### src/include/pmc_pkg.sv
package pmc_pkg;
  // wake source indices
  localparam int NUM_WAKE = 7;
  localparam int WK_RTC_ALARM = 0;
  localparam int WK_RTC_FAIL = 1;
  localparam int WK_LPTIMER = 2;
  localparam int WK_SUPPLY_LOW = 3;
  localparam int WK_REG_LOW = 4;
  localparam int WK_CMP0 = 5;
  localparam int WK_PIN = 6;
  // sources that run without the peripheral bus clock
  localparam logic [6:0] PM3_WAKE_MASK = 7'h1F;

  // mode codes reported to software
  localparam logic [3:0] MODE_PM0 = 4'h0;
  localparam logic [3:0] MODE_PM1 = 4'h1;
  localparam logic [3:0] MODE_PM2 = 4'h2;
  localparam logic [3:0] MODE_PM3 = 4'h3;
  localparam logic [3:0] MODE_PM9 = 4'h9;

  // register offsets
  localparam logic [7:0] OFS_CTRL = 8'h00;
  localparam logic [7:0] OFS_WAKE = 8'h04;
  localparam logic [7:0] OFS_GATE = 8'h08;
  localparam logic [7:0] OFS_CMD = 8'h0C;
  localparam logic [7:0] OFS_STAT = 8'h10;

  // field positions
  localparam int CTRL_DEEP = 0;
  localparam int CTRL_SEL = 1;
  localparam int CTRL_RAM = 2;
  localparam int CTRL_FAST = 3;
  localparam int CTRL_ISR = 4;
  localparam int CTRL_CPRIO = 8;
  localparam int CTRL_WPRIO = 12;
  localparam int PRIO_FIELD_W = 4;
  localparam int WAKE_EN_LSB = 0;
  localparam int RST_EN_LSB = 8;
  localparam int CMD_SLEEP = 0;
  localparam int STAT_MODE = 0;
  localparam int STAT_HALT = 4;
  localparam int STAT_WOKE = 8;

  // reset values
  localparam logic RST_CTRL_BIT = 1'b0;
  localparam logic [3:0] RST_PRIO = 4'h0;
  localparam logic [6:0] RST_WAKE_EN = 7'h00;
  localparam logic [6:0] RST_RST_EN = 7'h00;
  localparam logic RST_GATE_BIT = 1'b1;

  typedef enum logic [3:0] {
    ST_RUN = 4'h1,
    ST_PM2 = 4'h2,
    ST_PM3 = 4'h4,
    ST_PM9 = 4'h8
  } pmc_state_t;
endpackage : pmc_pkg
### src/include/pmc_link_if.sv
`timescale 1ns/10ps
interface pmc_link_if #(
  parameter int N_PER = 16,
  parameter int PRIO_W = 3
);
  import pmc_pkg::*;
  logic sleep_req;
  logic deep_sleep;
  logic mode_sel;
  logic ram_exec;
  logic fast_wake;
  logic in_isr;
  logic [PRIO_W-1:0] cur_prio;
  logic [PRIO_W-1:0] wake_prio;
  logic [NUM_WAKE-1:0] wake_en;
  logic [NUM_WAKE-1:0] rst_en;
  logic [N_PER-1:0] clk_gate;
  logic [3:0] mode;
  logic core_halt;
  logic wake;

  modport core (
    output sleep_req, deep_sleep, mode_sel, ram_exec, fast_wake, in_isr,
    output cur_prio, wake_prio, wake_en, rst_en, clk_gate,
    input mode, core_halt, wake
  );
  modport pmc (
    input sleep_req, deep_sleep, mode_sel, ram_exec, fast_wake, in_isr,
    input cur_prio, wake_prio, wake_en, rst_en, clk_gate,
    output mode, core_halt, wake
  );
endinterface : pmc_link_if

### src/hdl/pmc_power_ctrl.sv
`timescale 1ns/10ps
// Function
// reset lands in normal mode, flash fetch
// mode 1 runs fully, fetching from RAM
// mode 2 halts core, enabled peripherals run
// core enters sleep by a sleep request
// inside handler only preempting interrupts wake
// mode 2 wakes on bus clocked interrupts
// mode 3 stops memory and peripheral clocks
// mode 3 wakes only on clockless sources
// fast wake idles slow, resumes fast oscillator
// mode 3 suspends the low power oscillator
// sleep with deep bit enters mode 3
// mode 9 stops everything, pins low power
// mode 9 keeps retention RAM only
// mode 9 left only by enabled reset
// software sets deep and select bits first
// software enables reset sources before mode 9
// bus accesses finish before sleep request
// accepts timer, alarm, comparator, pin wakes
// each peripheral clock individually gated
// deep and select gives 9, deep 3
module pmc_power_ctrl
  import pmc_pkg::*;
#(
  parameter int N_PER = 16,
  parameter int N_IRQ = 8,
  parameter int PRIO_W = 3
) (
  input wire logic clk_sys,
  input wire logic rst,
  pmc_link_if.pmc lnk,
  input wire logic [N_IRQ-1:0] irq_pend,
  input wire logic [N_IRQ*PRIO_W-1:0] irq_prio,
  input wire logic [NUM_WAKE-1:0] wake_src,
  input wire logic [NUM_WAKE-1:0] pmu_reset_src,
  output logic ahb_clk_en,
  output logic apb_clk_en,
  output logic [N_PER-1:0] periph_clk_en,
  output logic fetch_from_ram,
  output logic lposc_run,
  output logic lposc_suspend,
  output logic slow_osc_run,
  output logic sys_clk_on_lposc,
  output logic pins_low_power,
  output logic std_ram_power,
  output logic ret_ram_power,
  output logic pm9_reset_req
);
  if (N_PER < 1 || N_PER > 32 || N_IRQ < 1 || PRIO_W < 1 || PRIO_W > PRIO_FIELD_W)
  begin : g_bad_param
    $error("pmc_power_ctrl: unsupported parameters");
  end

  typedef struct packed {
    pmc_state_t state;
    logic [3:0] mode;
    logic halt;
    logic wake;
    logic ahb;
    logic apb;
    logic [N_PER-1:0] gate;
    logic ram_fetch;
    logic lposc_run;
    logic lposc_susp;
    logic slow_run;
    logic on_lposc;
    logic pins_lp;
    logic std_ram;
    logic ret_ram;
    logic rst_req;
  } pmc_dev_t;

  localparam pmc_dev_t RST_VAL = '{
    state: ST_RUN,
    mode: MODE_PM0,
    halt: 1'b0,
    wake: 1'b0,
    ahb: 1'b1,
    apb: 1'b1,
    gate: {N_PER{RST_GATE_BIT}},
    ram_fetch: 1'b0,
    lposc_run: 1'b1,
    lposc_susp: 1'b0,
    slow_run: 1'b0,
    on_lposc: 1'b1,
    pins_lp: 1'b0,
    std_ram: 1'b1,
    ret_ram: 1'b1,
    rst_req: 1'b0
  };

  pmc_dev_t cur_ff;
  pmc_dev_t nxt_ff;
  logic wake_hit;

  pmc_wake_qual #(
    .N_IRQ(N_IRQ),
    .PRIO_W(PRIO_W)
  ) u_qual (
    .in_pm3(cur_ff.state == ST_PM3),
    .in_isr(lnk.in_isr),
    .cur_prio(lnk.cur_prio),
    .wake_prio(lnk.wake_prio),
    .irq_pend(irq_pend),
    .irq_prio(irq_prio),
    .wake_src(wake_src),
    .wake_en(lnk.wake_en),
    .wake(wake_hit)
  );

  always_comb begin
    nxt_ff = cur_ff;
    nxt_ff.wake = 1'b0;
    nxt_ff.rst_req = 1'b0;

    case (cur_ff.state)
      ST_RUN: begin
        if (lnk.sleep_req) begin
          if (lnk.deep_sleep && lnk.mode_sel) begin
            nxt_ff.state = ST_PM9;
          end else if (lnk.deep_sleep) begin
            nxt_ff.state = ST_PM3;
          end else begin
            nxt_ff.state = ST_PM2;
          end
        end
      end
      ST_PM2: begin
        if (wake_hit) begin
          nxt_ff.state = ST_RUN;
          nxt_ff.wake = 1'b1;
        end
      end
      ST_PM3: begin
        if (wake_hit) begin
          nxt_ff.state = ST_RUN;
          nxt_ff.wake = 1'b1;
        end
      end
      ST_PM9: begin
        // interrupts and wake pins are ignored here; only a reset ends it
        if (|(pmu_reset_src & lnk.rst_en)) begin
          nxt_ff.state = ST_RUN;
          nxt_ff.rst_req = 1'b1;
        end
      end
      default: begin
        nxt_ff.state = ST_RUN;
      end
    endcase

    // outputs follow the next state so they stay registered with it
    case (nxt_ff.state)
      ST_RUN: begin
        nxt_ff.mode = lnk.ram_exec ? MODE_PM1 : MODE_PM0;
        nxt_ff.halt = 1'b0;
        nxt_ff.ahb = 1'b1;
        nxt_ff.apb = 1'b1;
        nxt_ff.gate = lnk.clk_gate;
        nxt_ff.ram_fetch = lnk.ram_exec;
        nxt_ff.lposc_run = 1'b1;
        nxt_ff.lposc_susp = 1'b0;
        nxt_ff.slow_run = lnk.fast_wake;
        nxt_ff.on_lposc = 1'b1;
        nxt_ff.pins_lp = 1'b0;
        nxt_ff.std_ram = 1'b1;
        nxt_ff.ret_ram = 1'b1;
      end
      ST_PM2: begin
        nxt_ff.mode = MODE_PM2;
        nxt_ff.halt = 1'b1;
        nxt_ff.ahb = 1'b1;
        nxt_ff.apb = 1'b1;
        nxt_ff.gate = lnk.clk_gate;
        nxt_ff.lposc_run = 1'b1;
        nxt_ff.lposc_susp = 1'b0;
        nxt_ff.on_lposc = 1'b1;
        nxt_ff.pins_lp = 1'b0;
        nxt_ff.std_ram = 1'b1;
        nxt_ff.ret_ram = 1'b1;
      end
      ST_PM3: begin
        nxt_ff.mode = MODE_PM3;
        nxt_ff.halt = 1'b1;
        nxt_ff.ahb = 1'b0;
        nxt_ff.apb = 1'b0;
        nxt_ff.gate = {N_PER{1'b0}};
        nxt_ff.lposc_run = 1'b0;
        nxt_ff.lposc_susp = 1'b1;
        // fast wake keeps the slow clock ticking for a quick restart
        nxt_ff.slow_run = lnk.fast_wake;
        nxt_ff.on_lposc = 1'b0;
        nxt_ff.pins_lp = 1'b0;
        nxt_ff.std_ram = 1'b1;
        nxt_ff.ret_ram = 1'b1;
      end
      ST_PM9: begin
        nxt_ff.mode = MODE_PM9;
        nxt_ff.halt = 1'b1;
        nxt_ff.ahb = 1'b0;
        nxt_ff.apb = 1'b0;
        nxt_ff.gate = {N_PER{1'b0}};
        nxt_ff.lposc_run = 1'b0;
        nxt_ff.lposc_susp = 1'b1;
        nxt_ff.slow_run = 1'b0;
        nxt_ff.on_lposc = 1'b0;
        nxt_ff.pins_lp = 1'b1;
        nxt_ff.std_ram = 1'b0;
        nxt_ff.ret_ram = 1'b1;
      end
      default: begin
        nxt_ff.mode = MODE_PM0;
      end
    endcase
  end

  always_ff @(posedge clk_sys or posedge rst) begin
    if (rst) begin
      cur_ff <= RST_VAL;
    end else begin
      cur_ff <= nxt_ff;
    end
  end

  assign lnk.mode = cur_ff.mode;
  assign lnk.core_halt = cur_ff.halt;
  assign lnk.wake = cur_ff.wake;
  assign ahb_clk_en = cur_ff.ahb;
  assign apb_clk_en = cur_ff.apb;
  assign periph_clk_en = cur_ff.gate;
  assign fetch_from_ram = cur_ff.ram_fetch;
  assign lposc_run = cur_ff.lposc_run;
  assign lposc_suspend = cur_ff.lposc_susp;
  assign slow_osc_run = cur_ff.slow_run;
  assign sys_clk_on_lposc = cur_ff.on_lposc;
  assign pins_low_power = cur_ff.pins_lp;
  assign std_ram_power = cur_ff.std_ram;
  assign ret_ram_power = cur_ff.ret_ram;
  assign pm9_reset_req = cur_ff.rst_req;
endmodule : pmc_power_ctrl

### src/hdl/pmc_wake_qual.sv
`timescale 1ns/10ps
module pmc_wake_qual
  import pmc_pkg::*;
#(
  parameter int N_IRQ = 8,
  parameter int PRIO_W = 3
) (
  input wire logic in_pm3,
  input wire logic in_isr,
  input wire logic [PRIO_W-1:0] cur_prio,
  input wire logic [PRIO_W-1:0] wake_prio,
  input wire logic [N_IRQ-1:0] irq_pend,
  input wire logic [N_IRQ*PRIO_W-1:0] irq_prio,
  input wire logic [NUM_WAKE-1:0] wake_src,
  input wire logic [NUM_WAKE-1:0] wake_en,
  output logic wake
);
  logic [N_IRQ-1:0] irq_ok;
  logic [NUM_WAKE-1:0] src_ok;
  logic src_prio_ok;

  // lower number is more urgent; inside a handler only preempting levels count
  genvar gi;
  generate
    for (gi = 0; gi < N_IRQ; gi++) begin : g_irq
      assign irq_ok[gi] = irq_pend[gi] &
        (!in_isr || (irq_prio[gi*PRIO_W +: PRIO_W] < cur_prio));
    end
  endgenerate

  assign src_prio_ok = !in_isr || (wake_prio < cur_prio);
  // bus clocked interrupts are dead while the bus clocks are stopped
  assign src_ok = wake_src & wake_en & (in_pm3 ? PM3_WAKE_MASK : {NUM_WAKE{1'b1}});
  assign wake = ((|src_ok) && src_prio_ok) || (!in_pm3 && (|irq_ok));
endmodule : pmc_wake_qual

### src/flat_wrapper.sv
// flat-port wrapper written by rule: the top's interface ports become plain ports
module pmc_power_ctrl_flat import pmc_pkg::*;
#(
  parameter int N_PER = 16,
  parameter int N_IRQ = 8,
  parameter int PRIO_W = 3
)
  (clk_sys, rst, irq_pend, irq_prio, wake_src, pmu_reset_src, ahb_clk_en, apb_clk_en, periph_clk_en, fetch_from_ram, lposc_run, lposc_suspend, slow_osc_run, sys_clk_on_lposc, pins_low_power, std_ram_power, ret_ram_power, pm9_reset_req, lnk_sleep_req, lnk_deep_sleep, lnk_mode_sel, lnk_ram_exec, lnk_fast_wake, lnk_in_isr, lnk_cur_prio, lnk_wake_prio, lnk_wake_en, lnk_rst_en, lnk_clk_gate, lnk_mode, lnk_core_halt, lnk_wake);
  pmc_link_if #(.N_PER(N_PER), .PRIO_W(PRIO_W)) lnk_i ();
  input wire logic clk_sys;
  input wire logic rst;
  input wire logic [N_IRQ-1:0] irq_pend;
  input wire logic [N_IRQ*PRIO_W-1:0] irq_prio;
  input wire logic [NUM_WAKE-1:0] wake_src;
  input wire logic [NUM_WAKE-1:0] pmu_reset_src;
  output logic ahb_clk_en;
  output logic apb_clk_en;
  output logic [N_PER-1:0] periph_clk_en;
  output logic fetch_from_ram;
  output logic lposc_run;
  output logic lposc_suspend;
  output logic slow_osc_run;
  output logic sys_clk_on_lposc;
  output logic pins_low_power;
  output logic std_ram_power;
  output logic ret_ram_power;
  output logic pm9_reset_req;
  input wire logic [$bits(lnk_i.sleep_req)-1:0] lnk_sleep_req;
  input wire logic [$bits(lnk_i.deep_sleep)-1:0] lnk_deep_sleep;
  input wire logic [$bits(lnk_i.mode_sel)-1:0] lnk_mode_sel;
  input wire logic [$bits(lnk_i.ram_exec)-1:0] lnk_ram_exec;
  input wire logic [$bits(lnk_i.fast_wake)-1:0] lnk_fast_wake;
  input wire logic [$bits(lnk_i.in_isr)-1:0] lnk_in_isr;
  input wire logic [$bits(lnk_i.cur_prio)-1:0] lnk_cur_prio;
  input wire logic [$bits(lnk_i.wake_prio)-1:0] lnk_wake_prio;
  input wire logic [$bits(lnk_i.wake_en)-1:0] lnk_wake_en;
  input wire logic [$bits(lnk_i.rst_en)-1:0] lnk_rst_en;
  input wire logic [$bits(lnk_i.clk_gate)-1:0] lnk_clk_gate;
  output wire logic [$bits(lnk_i.mode)-1:0] lnk_mode;
  output wire logic [$bits(lnk_i.core_halt)-1:0] lnk_core_halt;
  output wire logic [$bits(lnk_i.wake)-1:0] lnk_wake;
  assign lnk_i.sleep_req = lnk_sleep_req;
  assign lnk_i.deep_sleep = lnk_deep_sleep;
  assign lnk_i.mode_sel = lnk_mode_sel;
  assign lnk_i.ram_exec = lnk_ram_exec;
  assign lnk_i.fast_wake = lnk_fast_wake;
  assign lnk_i.in_isr = lnk_in_isr;
  assign lnk_i.cur_prio = lnk_cur_prio;
  assign lnk_i.wake_prio = lnk_wake_prio;
  assign lnk_i.wake_en = lnk_wake_en;
  assign lnk_i.rst_en = lnk_rst_en;
  assign lnk_i.clk_gate = lnk_clk_gate;
  assign lnk_mode = lnk_i.mode;
  assign lnk_core_halt = lnk_i.core_halt;
  assign lnk_wake = lnk_i.wake;
  pmc_power_ctrl #(.N_PER(N_PER), .N_IRQ(N_IRQ), .PRIO_W(PRIO_W)) u_core (.clk_sys(clk_sys), .rst(rst), .lnk(lnk_i), .irq_pend(irq_pend), .irq_prio(irq_prio), .wake_src(wake_src), .pmu_reset_src(pmu_reset_src), .ahb_clk_en(ahb_clk_en), .apb_clk_en(apb_clk_en), .periph_clk_en(periph_clk_en), .fetch_from_ram(fetch_from_ram), .lposc_run(lposc_run), .lposc_suspend(lposc_suspend), .slow_osc_run(slow_osc_run), .sys_clk_on_lposc(sys_clk_on_lposc), .pins_low_power(pins_low_power), .std_ram_power(std_ram_power), .ret_ram_power(ret_ram_power), .pm9_reset_req(pm9_reset_req));
endmodule
### config.mk
export PLATFORM = sky130hd
export DESIGN_NAME = pmc_power_ctrl_flat
export DESIGN_NICKNAME = d
export VERILOG_FILES = /design/src/include/pmc_pkg.sv /design/src/include/pmc_link_if.sv /design/src/hdl/pmc_power_ctrl.sv /design/src/hdl/pmc_wake_qual.sv /design/src/flat_wrapper.sv
export SDC_FILE = /design/constraint.sdc
export NUM_CORES = 1
export LEC_CHECK = 0
export BUFFER_PORTS_ARGS = -buffer_cell sky130_fd_sc_hd__buf_2
export CORE_AREA = 10 10 83 85
export DETAILED_ROUTE_END_ITERATION = 10
export DIE_AREA = 0 0 93 95
export PLACE_DENSITY = 0.78
export SLEW_MARGIN = 40
export SYNTH_ARGS = -nofsm -noshare
export SYNTH_HDL_FRONTEND = slang
export SYNTH_SLANG_ARGS = --single-unit
### constraint.sdc
create_clock -name clk_sys -period 1.95 [get_ports clk_sys]
set_input_delay 0.0975 -clock clk_sys [delete_from_list [all_inputs] [get_ports clk_sys]]
set_output_delay 0.0975 -clock clk_sys [all_outputs]
set_load 0.005 [all_outputs]
Word level (Yosys, flattened, before mapping)
Cells that the tools add are included.

Word-level logic and storage cells: 89. Latch bits: 0. Bits in writable memories: 0. Bits in registers: 37. Output and inout port bits: 33. Memory bits (read-only): 0. Input port bits: 90. Memories kept: 0.

Div/mod/pow operators: 0. Multipliers: 0. Shift operators: 0. Magnitude comparators: 9. Bitwise gates (word level): 11. Reductions and logical operators: 27. Add/sub/neg operators: 0. Eq/ne operators: 8. Multiplexer cells: 18.

Operators with widths (count): $pmux 18 s2 (1); $lt 3x3->1 (9); $pmux 4 s3 (2); $and 7x7->7 (3); $mux 4 (4); $pmux 4 s4 (1); $reduce_or 7->1 (2); $logic_or 1x1->1 (10); $and 1x1->1 (8); $eq 4x1->1 const B (2); $eq 4x2->1 const B (2); $eq 4x3->1 const B (2); $eq 4x4->1 const B (2); $reduce_or 2->1 (4); $reduce_or 8->1 (1); $mux 7 (1); $reduce_bool 2->1 (3); $mux 1 (5); $pmux 1 s2 (2); $pmux 2 s2 (1); $logic_and 1x1->1 (3); $mux 3 (1); $reduce_bool 3->1 (1); $reduce_or 3->1 (1); $logic_not 1->1 (2).

Longest topological paths before layout
Word-level depth: 11. Gate-level depth with buffers: 10. Gate-level depth less buffers: 8.

Hierarchy
From an unflattened synthesis, not the netlist that was laid out.

Cell total of the unflattened synthesis: 176. Area total of the unflattened synthesis: 1990.7 µm².

By module, submodules not included: pmc_power_ctrl (sequential area each 850.8 µm², cells each 115, area an instance 1462.7 µm², times used 1); pmc_wake_qual (sequential area each 0.0 µm², cells each 61, area an instance 528.0 µm², times used 1).

Worst setup path after synthesis
OpenSTA, ideal clock, no wires.

Path type: register -> register. Start: register u_core.cur_ff[33] (netlist name). End: register u_core.cur_ff, in the netlist u_core.fetch_from_ram. Cell stages (with the launch flop): 7. Setup time: 125 ps. Buffers on the path: 0. Clock period less this slack: 2037 ps. Arrival time: 1912 ps. Required time: 1825 ps. Path slack: -87 ps. Path through: dfstp_2 -> or4b_4 -> a21boi_1 -> a2bb2oi_1 -> nor4_4 -> a2111oi_4 -> mux2_4.

RTL lines: from (decl) (RTL line pmc_power_ctrl.sv:93) `pmc_dev_t cur_ff;`; from (signal assigned) (RTL line pmc_power_ctrl.sv:222) `cur_ff <= nxt_ff;`.

Worst setup path in the final report
Start: register u_core.cur_ff[34] (netlist name). End: register u_core.cur_ff, in the netlist u_core.slow_osc_run.

Longest elaborated chain between the ends: 11. Elaborated cells between the ends (all ways): 22. Those cells by class: eq/ne: 7; mux: 6; bitwise: 1; reduce/logical: 8.

Ends and longest elaborated chain: $eq 4x3->1 (RTL line pmc_power_ctrl.sv:101, pmc_power_ctrl.sv:117); $mux 7 (RTL line pmc_wake_qual.sv:33) `assign src_ok = wake_src & wake_en & (in_pm3 ? PM3_WAKE_MASK : {NUM_WAKE{1'b1}});`; $and 7x7->7 (RTL line pmc_wake_qual.sv:33); $reduce_or 7->1 (RTL line pmc_wake_qual.sv:34) `assign wake = ((|src_ok) && src_prio_ok) || (!in_pm3 && (|irq_ok));`; $logic_and 1x1->1 (RTL line pmc_wake_qual.sv:34); $logic_or 1x1->1 (RTL line pmc_wake_qual.sv:34); $mux 4 (RTL line pmc_power_ctrl.sv:130, pmc_power_ctrl.sv:136); $pmux 4 s3 (*) (RTL line pmc_power_ctrl.sv:117) `case (cur_ff.state)`; $eq 4x1->1 or $eq 4x3->1 (tied branches) (RTL line pmc_power_ctrl.sv:154) `case (nxt_ff.state)`; $reduce_or 2->1 (no source line); $pmux 1 s2 or $reduce_bool 2->1 (tied branches).

Mark *: on every way between the ends. The rest lies on a longest branch, timed or not. A chain may end at the register's enable or synchronous reset.

==> flow_summary.yaml <==
logic_synthesis:
  yosysTopAreaCell: "dfstp_2"
  ys_types: 46
  ys_seq_area_share_pct: 42.7
  async_flop_share_pct: 100
  yosysTopAreaCellShare_pct: 26.4
  ys_top_cells_by_area: "dfstp_2 (26%), dfrtp_1 (16%), ha_1 (11%)"
  syn_nets: 295
  yosys_warnings: 0
  ys_ff_latch: 33
  syn_inst: 187
  syn_area_mm2: 0.00199
  synth_flop_cell: "dfstp_2"
  synth_edf_count: 0
  syn_area_per_cell_um2: 10.7
worst_setup_path:
  startpoint_type: "flip-flop"
  path_class: "flip-flop to flip-flop"
  crit_end: "u_core.slow_osc_run$_DFFE_PP0P_"
  cp_cell_sequence: "or4b_4 > a21boi_4 > a2bb2oi_2 > nor4_4 > buf_4 > buf_6 > a21oi_4 > mux2_4"
  slowest_delay_ps: 520
  reg2reg_from: "u_core.cur_ff[34]$_DFF_PP0_"
  cpLargestDelayFamily: "simple AND/OR/NAND/NOR gates"
  critical_path_buf_inv_count: 2
  crit_required_ps: 2110
  reg2reg_depth: 8
  cp_max_fo: 4
  critical_path_depth: 8
  cp-startpoint: "u_core.cur_ff[34]$_DFF_PP0_"
  r2r-end: "u_core.slow_osc_run$_DFFE_PP0P_"
  critPathArrivalTime_ps: 2250
  slowest_stage: "or4b_4"
  endpoint_kind: "flip-flop"
  rrSetupSlack_ps: -140
layout:
  diodes: 0
  drive_above_1_share_pct: 58.7
  nets: 417
  area_growth_syn_to_layout_pct: 41.1
  design_area_mm2: 0.00281
die:
  fp.dieH_um: 95
  io_pins: 123
  num_rows: 27
  coreArea_mm2: 0.00534
  start_util_pct: 37.3
  fp.dieArea_mm2: 0.00884
  die_w_um: 93
placed_design:
  dp_hpwl_um: 5010
  placed_area_mm2: 0.00261
  io_buffers: 120
  place_congestion: 0.853
  pre_cts_slack_ps: -308
grt:
  grt-ovfl-total: 0
  grt_antenna_before_repair: 0
  grt_pass1_vias: 1975
  grt_pass1_wl_um: 8940
  grt_use_total_pct: 12.5
  grt_max_degree: 34
timing:
  slew_violations: 0
  worst_clock_skew_ps: 4.32
  period_share_pct: 107
  grt_setup_unrepaired: "yes"
  min_period_ps: 2090
  fin_ws_ps: -144
  final_hold_viol_count: 0
  setup_viol: 4
  tns_ps: -421
  fmax_ghz: 0.477
clocking:
  cts_buffers: 5
  cts_tree: "done"
  clk_pin_slew_worst_paths_ps: 70
  clock_latency_ps: 270
  clockRootBuffer: "clkbuf_8"
  clk_path_buf_depth: 2
  clock_sinks: 33
  cts_max_level: 2
route:
  wl_um: 5760
  drtIter0Drc: 53
  drcViolationCount: 0
  vias_per_cell: 4.52
  dr.pass1.iters: 4
  wl_per_cell_um: 15.1
  via_count: 1726
  ant_nets: 0
worst_hold_path:
  hold_class: "input port to flip-flop"
  whs_path_depth: 2
flow_run:
  max_cap_viol_count: 0
outcome:
  violations: "setup timing"
  outcome: "complete, but fails checks"
power_and_ir_drop:
  cellPowerDensity_mw_per_mm2: 679
  vdd.ir_drop.worst_mv: 0.333
  leakage_nw: 1.52
[worst min-delay path by stage]
stage,from,endpoint,slack (ps)
global placement,rst,u_core.lnk.mode[3]$_DFF_PP0_,190
global route,lnk_clk_gate[10],u_core.periph_clk_en[10]$_DFFE_PP1P_,20
finish,lnk_clk_gate[10],u_core.periph_clk_en[10]$_DFFE_PP1P_,30
detailed placement,rst,u_core.pins_low_power$_DFFE_PP0P_,190
floorplan,rst,u_core.cur_ff[34]$_DFF_PP0_,210
CTS,lnk_clk_gate[15],u_core.periph_clk_en[15]$_DFFE_PP1P_,20
[registers in the layout, summed over array words and instances, names as in the netlist]
| signal | flops |
|---|---|
| u_core.lposc_run | 1 |
| u_core.sys_clk_on_lposc | 1 |
| u_core.fetch_from_ram | 1 |
| u_core.periph_clk_en | 16 |
| u_core.cur_ff | 4 |
| u_core.pm9_reset_req | 1 |
| u_core.lnk.wake | 1 |
| u_core.std_ram_power | 1 |
| u_core.lnk.core_halt | 1 |
| u_core.pins_low_power | 1 |
| u_core.slow_osc_run | 1 |
| u_core.lnk.mode | 3 |
| u_core.lposc_suspend | 1 |
[layer usage]
| layer | vias to the layer above | share of wire [%] | global-route usage [%] |
|---|---|---|---|
| li1 | 867 | - | - |
| met1 | 808 | 35 | 12.0 |
| met2 | 43 | 58 | 25.3 |
| met3 | 8 | 5.0 | 3.33 |
| met4 | 0 | 1.7 | 3.34 |
| met5 | - | 0 | 0 |
[through the flow]
stage	util, %	instances	hold WS [ps]	total power, mW
after global routing	52.6	382	19.8	2.02
after floorplan	-	187	212	1.09
after global placement	48.8	368	189	1.25
after detailed placement	48.8	368	195	1.27
final	52.6	382	31.2	1.91
after CTS	52.3	380	22.6	1.92
[what timing repair did]
action                                 4_1_cts  5_1_grt
endpoints found under the hold margin       13        0
gates cloned                                 0        0
setup buffers                                3        2
gates resized for setup                      7        1
pin swaps                                    0        3
hold buffers                                 1        0
setup endpoints to repair                   13       12
[power by group]
| part | internal, mW | leakage [nW] | switching, mW |
|---|---|---|---|
| clock network | 0.416 | 0.0585 | 0.219 |
| logic | 0.255 | 1.08 | 0.217 |
| registers | 0.782 | 0.381 | 0.0199 |
[kinds of logic after synthesis]
family	synth area share (%)
DFF	42.7
other	0.377
AOI/OAI and AO/OA	13.7
and+or+nand+nor	18.8
adders and majority gates	11.3
buffers and inverters	11.6
muxes	1.51
[final cells by class]
type	count	area (um2)
Inverter	13	48.8
Clock buffer	7	86.3
Multi-Input combinational cell	116	943
Clock inverter	1	30.0
Fill cell	505	2530
Tap cell	72	90.1
Sequential cell	33	851
Timing Repair Buffer	140	761
[worst reg2reg max path: cells and delay by family (launching register included)]
| family | cells | cell delay [ps] |
|---|---|---|
| AO/OA/AOI/OAI | 3 | 380 |
| flip-flops | 1 | 390 |
| AND/OR/NAND/NOR | 2 | 640 |
| multiplexers | 1 | 300 |
| buffers and inverters | 2 | 260 |
[layout by cell type (no fill, tap or decap), types with 2 or more instances in the layout]
cell type  synthesis  routed
a222oi_1           2       2
nand3b_1           2       2
buf_2              1     120
buf_4             23      17
buf_6              0       2
o22ai_1            2       2
clkbuf_8           0       6
nor2b_1            3       3
nand2b_1          10       9
and3_1             3       3
o21ai_0            2       2
o2111ai_1          2       2
inv_2              1       2
dfrtp_1           13      13
dfstp_2           20      20
a211oi_1           4       4
inv_1             12      11
mux2_4             2       2
nand2_1           14      14
a22oi_1            3       3
nor4_1             2       2
and2_1            16      16
nor2_1             4       4
ha_1              18      18
a21oi_1            4       4
conb_1             2       2
[synthesized netlist by cell type, types with 2 or more instances]
cell       count
nor2_1         4
inv_1         12
a21oi_1        4
buf_4         23
o21ai_0        2
nor2b_1        3
dfstp_2       20
a222oi_1       2
a22oi_1        3
nand2_1       14
o2111ai_1      2
ha_1          18
a211oi_1       4
dfrtp_1       13
nand2b_1      10
conb_1         2
mux2_4         2
o22ai_1        2
and2_1        16
and3_1         3
nand3b_1       2
nor4_1         2
No activity file was read; power rests on OpenSTA's default activity.
